`src/logic/gfat_pkg.sv`:
```
// Package: constants and types of the torque link
`default_nettype none
package gfat_pkg;
    // Clock rate of clk_sys
    localparam int CLK_HZ          = 100_000_000;
    // Pulse width of every train, in microseconds
    localparam int PULSE_WIDTH_US  = 3;
    // Pulse width in whole cycles
    localparam int PULSE_WIDTH_CYC = PULSE_WIDTH_US * (CLK_HZ / 1_000_000);
    // Enable and select rate, per second
    localparam int FAST_RATE_PPS   = 102_400;
    localparam int FAST_PERIOD_CYC = CLK_HZ / FAST_RATE_PPS;
    // Set and reset rate, per second
    localparam int SLOW_RATE_PPS   = 3_200;
    localparam int SLOW_PERIOD_CYC = CLK_HZ / SLOW_RATE_PPS;
    // Enable lead before first set, ms
    localparam int ENABLE_LEAD_MS  = 20;
    localparam int ENABLE_LEAD_CYC = ENABLE_LEAD_MS * (CLK_HZ / 1_000);
    // Train gone after two missed fast pulses
    localparam int PRESENT_TIMEOUT_CYC = 2 * FAST_PERIOD_CYC;
    // Gyros, and select inputs (two each)
    localparam int GYRO_COUNT      = 3;
    localparam int SELECT_COUNT    = 2 * GYRO_COUNT;
    // Alignment modes on the link
    localparam logic [1:0] MODE_OFF    = 2'h0;
    localparam logic [1:0] MODE_COARSE = 2'h1;
    localparam logic [1:0] MODE_FINE   = 2'h2;
    localparam logic [1:0] MODE_CAGE   = 2'h3;
    // Sequencer states of the computer end
    typedef enum logic [4:0] {
        SEQ_IDLE  = 5'h01,
        SEQ_ARM   = 5'h02,
        SEQ_LEAD  = 5'h04,
        SEQ_SET   = 5'h08,
        SEQ_TRAIL = 5'h10
    } gfat_seq_type;
endpackage : gfat_pkg
`default_nettype wire

```
`src/logic/gfat_link_if.sv`:
```
// Interface: pulse-train lines from guidance computer to platform
`default_nettype none
interface gfat_link_if;
    // Torque enable pulse train
    logic       torque_enable;
    // Select trains, bit 2*g is +increment, 2*g+1 is -increment
    logic [5:0] gyro_select;
    // Torque set pulse train
    logic       torque_set;
    // Torque reset pulse train
    logic       torque_reset;
    // Alignment mode level
    logic [1:0] align_mode;

    // Guidance computer drives every line
    modport computer (
        output torque_enable,
        output gyro_select,
        output torque_set,
        output torque_reset,
        output align_mode
    );
    // Platform electronics only listens
    modport platform (
        input torque_enable,
        input gyro_select,
        input torque_set,
        input torque_reset,
        input align_mode
    );
endinterface : gfat_link_if
`default_nettype wire

```
`src/logic/gfat_computer.sv`:
```
// Computer end: pulse-train generation and torque command sequencing
`default_nettype none
module gfat_computer #(
    parameter int SLOW_PERIOD_CYC = gfat_pkg::SLOW_PERIOD_CYC,
    parameter int ENABLE_LEAD_CYC = gfat_pkg::ENABLE_LEAD_CYC,
    parameter int PERIODS_W       = 16
) (
    input  wire logic                 clk_sys,
    input  wire logic                 resetn,
    gfat_link_if.computer             link,
    input  wire logic [1:0]           mode_in,
    input  wire logic                 torque_on,
    input  wire logic                 req_valid,
    input  wire logic [1:0]           req_gyro,
    input  wire logic                 req_negative,
    input  wire logic [PERIODS_W-1:0] req_periods,
    output logic                      req_ready,
    output logic                      enable_ready,
    output logic                      busy,
    output logic                      done
);
    localparam int FW = $clog2(gfat_pkg::FAST_PERIOD_CYC);
    localparam int SW = $clog2(SLOW_PERIOD_CYC);
    localparam int LW = $clog2(ENABLE_LEAD_CYC + 1);
    localparam logic [FW-1:0] FAST_LAST = FW'(gfat_pkg::FAST_PERIOD_CYC - 1);
    localparam logic [FW-1:0] PULSE_LEN = FW'(gfat_pkg::PULSE_WIDTH_CYC);

    ////////////////////////////////////////////////////////////////////////
    // Declarations
    logic [FW-1:0]          fast_cnt_q;   // Fast train phase
    logic [FW-1:0]          sel_cnt_q;    // Select train phase
    logic [SW-1:0]          slow_cnt_q;   // Slow train phase
    logic                   slow_pulse;   // Slow pulse window
    logic                   slow_tick;    // Last cycle of slow period
    logic [LW-1:0]          lead_cnt_q;   // Enable train age
    logic                   enable_on;    // Enable train wanted
    gfat_pkg::gfat_seq_type state_q;      // Sequencer state
    gfat_pkg::gfat_seq_type state_d;      // Next state
    logic [2:0]             sel_idx_q;    // Held select line index
    logic [PERIODS_W-1:0]   remain_q;     // Set periods still to go
    logic                   accept;       // Request taken
    logic                   sel_on;       // Select train wanted
    logic                   set_phase;    // Set train instead of reset
    logic                   done_q;       // Completion strobe
    logic                   en_line_q;    // Enable line flop
    logic [5:0]             sel_line_q;   // Select lines flop
    logic                   set_line_q;   // Set line flop
    logic                   rst_line_q;   // Reset line flop
    logic [1:0]             mode_q;       // Mode line flop

    ////////////////////////////////////////////////////////////////////////
    // Fast phase counter for the enable train
    always_ff @(posedge clk_sys or negedge resetn) begin
        if (!resetn) begin
            fast_cnt_q <= '0;
        end else if (fast_cnt_q == FAST_LAST) begin
            fast_cnt_q <= '0;
        end else begin
            fast_cnt_q <= fast_cnt_q + FW'(1);
        end
    end

    // select phase starts with its train, so the lead is whole
    always_ff @(posedge clk_sys or negedge resetn) begin
        if (!resetn) begin
            sel_cnt_q <= '0;
        end else if (!sel_on || sel_cnt_q == FAST_LAST) begin
            sel_cnt_q <= '0;
        end else begin
            sel_cnt_q <= sel_cnt_q + FW'(1);
        end
    end

    // Free-running slow phase, so the reset train runs from reset
    always_ff @(posedge clk_sys or negedge resetn) begin
        if (!resetn) begin
            slow_cnt_q <= '0;
        end else if (slow_tick) begin
            slow_cnt_q <= '0;
        end else begin
            slow_cnt_q <= slow_cnt_q + SW'(1);
        end
    end

    assign slow_tick  = (slow_cnt_q == SW'(SLOW_PERIOD_CYC - 1));
    assign slow_pulse = (slow_cnt_q < SW'(gfat_pkg::PULSE_WIDTH_CYC));

    ////////////////////////////////////////////////////////////////////////
    // Enable held on while busy, so no current is stranded
    assign enable_on = torque_on || (state_q != gfat_pkg::SEQ_IDLE);

    always_ff @(posedge clk_sys or negedge resetn) begin
        if (!resetn) begin
            lead_cnt_q <= '0;
        end else if (!enable_on) begin
            lead_cnt_q <= '0;
        end else if (lead_cnt_q != LW'(ENABLE_LEAD_CYC)) begin
            lead_cnt_q <= lead_cnt_q + LW'(1);
        end
    end

    assign enable_ready = (lead_cnt_q == LW'(ENABLE_LEAD_CYC));

    ////////////////////////////////////////////////////////////////////////
    // Request handshake; bad gyro index is never taken
    assign req_ready = (state_q == gfat_pkg::SEQ_IDLE) && enable_ready &&
                       (req_gyro < 2'(gfat_pkg::GYRO_COUNT)) &&
                       (req_periods != '0);
    assign accept    = req_valid && req_ready;
    assign busy      = (state_q != gfat_pkg::SEQ_IDLE);
    assign done      = done_q;

    // Next state; leaves IDLE on accept, otherwise moves only on slow period ends
    always_comb begin
        state_d = state_q;
        unique case (state_q)
            // Wait for a taken request
            gfat_pkg::SEQ_IDLE: begin
                if (accept) begin
                    state_d = gfat_pkg::SEQ_ARM;
                end
            end
            // Line up with the slow period
            gfat_pkg::SEQ_ARM: begin
                if (slow_tick) begin
                    state_d = gfat_pkg::SEQ_LEAD;
                end
            end
            // select leads set by one period
            gfat_pkg::SEQ_LEAD: begin
                if (slow_tick) begin
                    state_d = gfat_pkg::SEQ_SET;
                end
            end
            gfat_pkg::SEQ_SET: begin
                if (slow_tick && remain_q == PERIODS_W'(1)) begin
                    state_d = gfat_pkg::SEQ_TRAIL;
                end
            end
            // select held one period past the last set
            gfat_pkg::SEQ_TRAIL: begin
                if (slow_tick) begin
                    state_d = gfat_pkg::SEQ_IDLE;
                end
            end
        endcase
    end

    // State register and completion strobe
    always_ff @(posedge clk_sys or negedge resetn) begin
        if (!resetn) begin
            state_q <= gfat_pkg::SEQ_IDLE;
            done_q  <= 1'b0;
        end else begin
            state_q <= state_d;
            done_q  <= (state_q == gfat_pkg::SEQ_TRAIL) && slow_tick;
        end
    end

    // select and count held from request
    always_ff @(posedge clk_sys or negedge resetn) begin
        if (!resetn) begin
            sel_idx_q <= 3'h0;
            remain_q  <= '0;
        end else if (accept) begin
            sel_idx_q <= {req_gyro, req_negative};
            remain_q  <= req_periods;
        end else if (state_q == gfat_pkg::SEQ_SET && slow_tick) begin
            remain_q  <= remain_q - PERIODS_W'(1);
        end
    end

    ////////////////////////////////////////////////////////////////////////
    // Line drivers, all from flops
    assign sel_on    = (state_q == gfat_pkg::SEQ_LEAD) ||
                       (state_q == gfat_pkg::SEQ_SET)  ||
                       (state_q == gfat_pkg::SEQ_TRAIL);
    assign set_phase = (state_q == gfat_pkg::SEQ_SET);

    always_ff @(posedge clk_sys or negedge resetn) begin
        if (!resetn) begin
            en_line_q  <= 1'b0;
            sel_line_q <= 6'h00;
            set_line_q <= 1'b0;
            rst_line_q <= 1'b0;
            mode_q     <= gfat_pkg::MODE_OFF;
        end else begin
            // pulses begun at phase zero; enable, set and reset pulses whole, a select pulse cut short if sel_on falls
            en_line_q  <= (fast_cnt_q < PULSE_LEN) && (en_line_q ||
                          (enable_on && fast_cnt_q == '0));
            sel_line_q <= (sel_on && sel_cnt_q < PULSE_LEN) ?
                          (6'h01 << sel_idx_q) : 6'h00;
            set_line_q <= set_phase && slow_pulse;
            rst_line_q <= !set_phase && slow_pulse;
            mode_q     <= mode_in;
        end
    end

    assign link.torque_enable = en_line_q;
    assign link.gyro_select   = sel_line_q;
    assign link.torque_set    = set_line_q;
    assign link.torque_reset  = rst_line_q;
    assign link.align_mode    = mode_q;
endmodule : gfat_computer
`default_nettype wire

```
`src/flat_wrapper.sv`:
```
// flat-port wrapper written by rule: the top's interface ports become plain ports
module gfat_computer_flat 
#(
    parameter int SLOW_PERIOD_CYC = gfat_pkg::SLOW_PERIOD_CYC,
    parameter int ENABLE_LEAD_CYC = gfat_pkg::ENABLE_LEAD_CYC,
    parameter int PERIODS_W       = 16
)
  (clk_sys, resetn, mode_in, torque_on, req_valid, req_gyro, req_negative, req_periods, req_ready, enable_ready, busy, done, link_torque_enable, link_gyro_select, link_torque_set, link_torque_reset, link_align_mode);
  gfat_link_if link_i ();
  input  wire logic clk_sys;
  input  wire logic resetn;
  input  wire logic [1:0] mode_in;
  input  wire logic torque_on;
  input  wire logic req_valid;
  input  wire logic [1:0] req_gyro;
  input  wire logic req_negative;
  input  wire logic [PERIODS_W-1:0] req_periods;
  output logic req_ready;
  output logic enable_ready;
  output logic busy;
  output logic done;
  output wire logic [$bits(link_i.torque_enable)-1:0] link_torque_enable;
  output wire logic [$bits(link_i.gyro_select)-1:0] link_gyro_select;
  output wire logic [$bits(link_i.torque_set)-1:0] link_torque_set;
  output wire logic [$bits(link_i.torque_reset)-1:0] link_torque_reset;
  output wire logic [$bits(link_i.align_mode)-1:0] link_align_mode;
  assign link_torque_enable = link_i.torque_enable;
  assign link_gyro_select = link_i.gyro_select;
  assign link_torque_set = link_i.torque_set;
  assign link_torque_reset = link_i.torque_reset;
  assign link_align_mode = link_i.align_mode;
  gfat_computer #(.SLOW_PERIOD_CYC(SLOW_PERIOD_CYC), .ENABLE_LEAD_CYC(ENABLE_LEAD_CYC), .PERIODS_W(PERIODS_W)) u_core (.clk_sys(clk_sys), .resetn(resetn), .link(link_i), .mode_in(mode_in), .torque_on(torque_on), .req_valid(req_valid), .req_gyro(req_gyro), .req_negative(req_negative), .req_periods(req_periods), .req_ready(req_ready), .enable_ready(enable_ready), .busy(busy), .done(done));
endmodule
```
`config.mk`:
```
export PLATFORM = sky130hd
export DESIGN_NAME = gfat_computer_flat
export DESIGN_NICKNAME = d
export VERILOG_FILES = /design/src/logic/gfat_pkg.sv /design/src/logic/gfat_link_if.sv /design/src/logic/gfat_computer.sv /design/src/flat_wrapper.sv
export SDC_FILE = /design/constraint.sdc
export NUM_CORES = 1
export LEC_CHECK = 0
export BUFFER_PORTS_ARGS = -buffer_cell sky130_fd_sc_hd__buf_2
export CAP_MARGIN = 5
export CORE_ASPECT_RATIO = 0.8
export CORE_MARGIN = 2
export CORE_UTILIZATION = 50
export DETAILED_ROUTE_END_ITERATION = 8
export PLACE_DENSITY = 0.75
export SLEW_MARGIN = 10
export SYNTH_ARGS = -nofsm -noshare
export SYNTH_HDL_FRONTEND = slang
export SYNTH_SLANG_ARGS = --single-unit
```
`constraint.sdc`:
```
create_clock -name clk_sys -period 5.4 [get_ports clk_sys]
set_input_delay 1.08 -clock clk_sys [delete_from_list [all_inputs] [get_ports clk_sys]]
set_output_delay 1.08 -clock clk_sys [all_outputs]
set_load 0.1 [all_outputs]
```
==> flow_metrics.tcl <==
set metrics [dict create \
    ant_nets 0 \
    fin_cells 654 \
    vias 3955 \
    drive_gt1_share_pct 13.2 \
    cp_cell_sequence "inv_1, ha_1, nor4b_1, and4_1, nand2_1, inv_1, and4b_1, buf_2" \
    grt_setup_unrepaired "no" \
    syn_to_final_growth_pct 12.4 \
    synth_top_area_share_pct 47.6 \
    fp-row-count 31 \
    fmax_ghz 0.266 \
    cp-end-kind "output pin" \
    critPathTopFamily "simple AND/OR/NAND/NOR gates" \
    cts_max_path_buffers 2 \
    die_area_sq_um 10400 \
    grt_pass1_wl_microns 18000 \
    yosysMostFrequentCell "dfrtp_1" \
    seqPwrFrac_pct 50.1 \
    synth-main-ff-cell "dfrtp_1" \
    tns_ns 0 \
    path_common_cell "inv_1" \
    tightest_slew_ns 1.03 \
    cts_hold_buffers 0 \
    critPathLaunchType "flip-flop" \
    switching_share_pct 24.7 \
    fin_crit_ns 3.76 \
    switchingPower_mw 0.370 \
    clkLatencyLatePin_ns 0.34 \
    synth_top_family_by_area "simple AND/OR/NAND/NOR gates" \
    die_width_microns 113 \
    synth_xor_area_share_pct 8.42 \
    io-pin-count 40 \
    syn_inst 500 \
    synth-simple-area-share_pct 29.6 \
    crit_arrival_ns 2.68 \
    outcome "completed" \
    cts-root-buf "clkbuf_16" \
    post-cts-setup-buffers 0 \
    ys_top_cells_by_count "dfrtp_1 (91), nor2_1 (66), nand2_1 (46)" \
    comb_power_share_pct 7.3 \
    netlist_area_sq_um 4780 \
    grt_pass1_vias 3786 \
    synth_cell_type_count 59 \
    synth_top_area_cell "dfrtp_1" \
    dp.cells 638 \
    grt_max_degree 49 \
    ctsResizeCount 0 \
    synth.avg_cell_area_sq_um 9.56 \
    cts_tree "done" \
    antenna_found_initial 0 \
    diodes 0 \
    power_density_nw_per_um2 279 \
    routedWlPerCell_microns 15.9 \
    p_leak_nw 2.40 \
    critical-path-slowest-cell "buf_2" \
    critPathBufInv 3 \
    synth_fa_ha_area_share_pct 2.35 \
    ys_seq_elements 92 \
    slowest_delay_ns 0.44 \
    cts.sinks 92 \
    synthMuxAreaShare_pct 0 \
    overflow 0 \
    nFillCells 768 \
    skew_ns 0.00966 \
    finalCritPeriodShare_pct 69.6 \
    htree_num_levels 3 \
    synth_compound_area_share_pct 8.35 \
    yosys_warnings 0 \
    irDropWorstVdd_uv 173 \
    cp_max_fo 7 \
    core_sq_um 9190 \
    cp.required_ns 4.32 \
    drtIter0Drc 254 \
    drt-pass1-iter-count 4 \
    wl_microns 10400 \
    cts_made_buffers 9 \
    worst_hold_path_type "flip-flop to flip-flop" \
    finalHoldViolations 0 \
    dp_hpwl_microns 7210 \
    synth_edf_count 0 \
    port_buffers 39 \
    slew_headroom_pct 31.4 \
    final_nets 568 \
    drt-vias-per-instance 6.05 \
    pwr-share-clk_pct 42.6 \
    yosysSeqAreaShare_pct 48.2 \
    clkTransAtPathRegs_ns 0.07 \
    drv_slew 0 \
    gp_congestion 0.877 \
    p_int_mw 1.13 \
    track_usage_pct 21.2 \
    fp.dieH_microns 91.5 \
    ys_async_sr_fraction_pct 100 \
    route.detailed.drc 0 \
    setup_viol 0 \
    path_class "flip-flop to output pin" \
    maxCapViolations 0 \
    syn_nets 534 \
    synthTopCellsByArea "dfrtp_1 (48%), xor2_1 (5.5%), nor2_1 (5.2%), nand2_1 (3.6%), nand3_1 (3.6%)" \
    initial_utilization_pct 52.0 \
]
## final cells by class
class	count	area, sq um	area share (%)
clock buffers	11	243	4.52
clock inverters	5	60.1	1.12
inverters	18	67.6	1.26
multi-input cells	371	2340	43.5
flip-flops and latches	92	2300	42.9
well taps	115	144	2.68
repair buffers	42	220	4.10
## worst register-to-register path, cell delays in order (launching register included)
cell	delay, ns
dfstp_2	0.59
or4b_1	0.50
nor4b_1	0.35
nand4_1	0.86
a311oi_1	0.59
nand2_1	0.11
## per-layer routing
metal | share of wire, % | global-route usage, %
met4 | 1.6 | 5.69
met2 | 43 | 30.4
met3 | 7.5 | 5.81
met5 | 0 | 0
met1 | 48 | 31.5
## per-stage QoR
stage | worst slack (ns) | hold WS (ns) | cell area (sq um) | power [mW] | util [%]
after detailed placement | 1.85 | 0.459 | 5070 | 0.869 | 55.2
after global placement | 1.84 | 0.469 | 5070 | 0.863 | 55.2
after global routing | 1.42 | 0.501 | 5370 | 1.57 | 58.5
after floorplan | 1.38 | 0.433 | 4780 | 0.821 | -
final | 1.64 | 0.488 | 5370 | 1.50 | 58.5
after CTS | 1.66 | 0.479 | 5370 | 1.51 | 58.5
## power by group through the flow
stage / Combinational, mW / Clock [mW] / Sequential [mW]
2_1_floorplan: 0.0626 / 0 / 0.758
3_3_place_gp: 0.103 / 0 / 0.759
3_5_place_dp: 0.108 / 0 / 0.761
4_1_cts: 0.110 / 0.650 / 0.750
5_1_grt: 0.127 / 0.686 / 0.755
6_report: 0.110 / 0.638 / 0.752
## logic make-up (layout without fill, tap and decap cells)
logic type / Yosys count / count (layout)
buffers and inverters: 37 / 76
adders and majority gates: 9 / 9
DFF: 92 / 92
AOI/OAI and AO/OA: 54 / 54
and+or+nand+nor: 262 / 262
xor gates and xnor gates: 46 / 46
## worst paths after layout
path | startpoint | end | slack [ns] | depth (start not counted)
worst min-delay path | u_core.fast_cnt_q[9] | u_core.link.torque_enable | 0.49 | 1
worst min register to register | u_core.fast_cnt_q[9] | u_core.link.torque_enable | 0.49 | 1
min in group asynchronous | resetn | u_core.sel_cnt_q[5] | 0.73 | 1
worst max-delay path | u_core.lead_cnt_q[0] | req_ready | 1.64 | 8
worst max register to register | u_core.state_q[0] | u_core.remain_q[7] | 2.27 | 5
max in group asynchronous | resetn | u_core.remain_q[13] | 3.66 | 2
## flip-flops by register name, indices dropped and copies added, names as in the netlist
signal / flops
u_core.link.align_mode: 2
u_core.link.gyro_select: 6
u_core.link.torque_reset: 1
u_core.lead_cnt_q: 21
u_core.done: 1
u_core.link.torque_enable: 1
u_core.link.torque_set: 1
u_core.sel_cnt_q: 10
u_core.slow_cnt_q: 15
u_core.sel_idx_q: 3
u_core.remain_q: 16
u_core.fast_cnt_q: 10
u_core.state_q: 5
## layout by cell type (no fill, tap or decap), types with 10 or more instances in the layout
| cell type | n |
|---|---|
| buf_2 | 38 |
| nor3_1 | 13 |
| xor2_1 | 30 |
| nand4_1 | 17 |
| dfrtp_1 | 91 |
| nand2_1 | 46 |
| nor2_1 | 66 |
| inv_1 | 18 |
| and3_1 | 12 |
| nor4_1 | 11 |
| xnor2_1 | 16 |
| nand3_1 | 34 |
| a21oi_1 | 10 |
No activity file was read; power rests on OpenSTA's default activity.
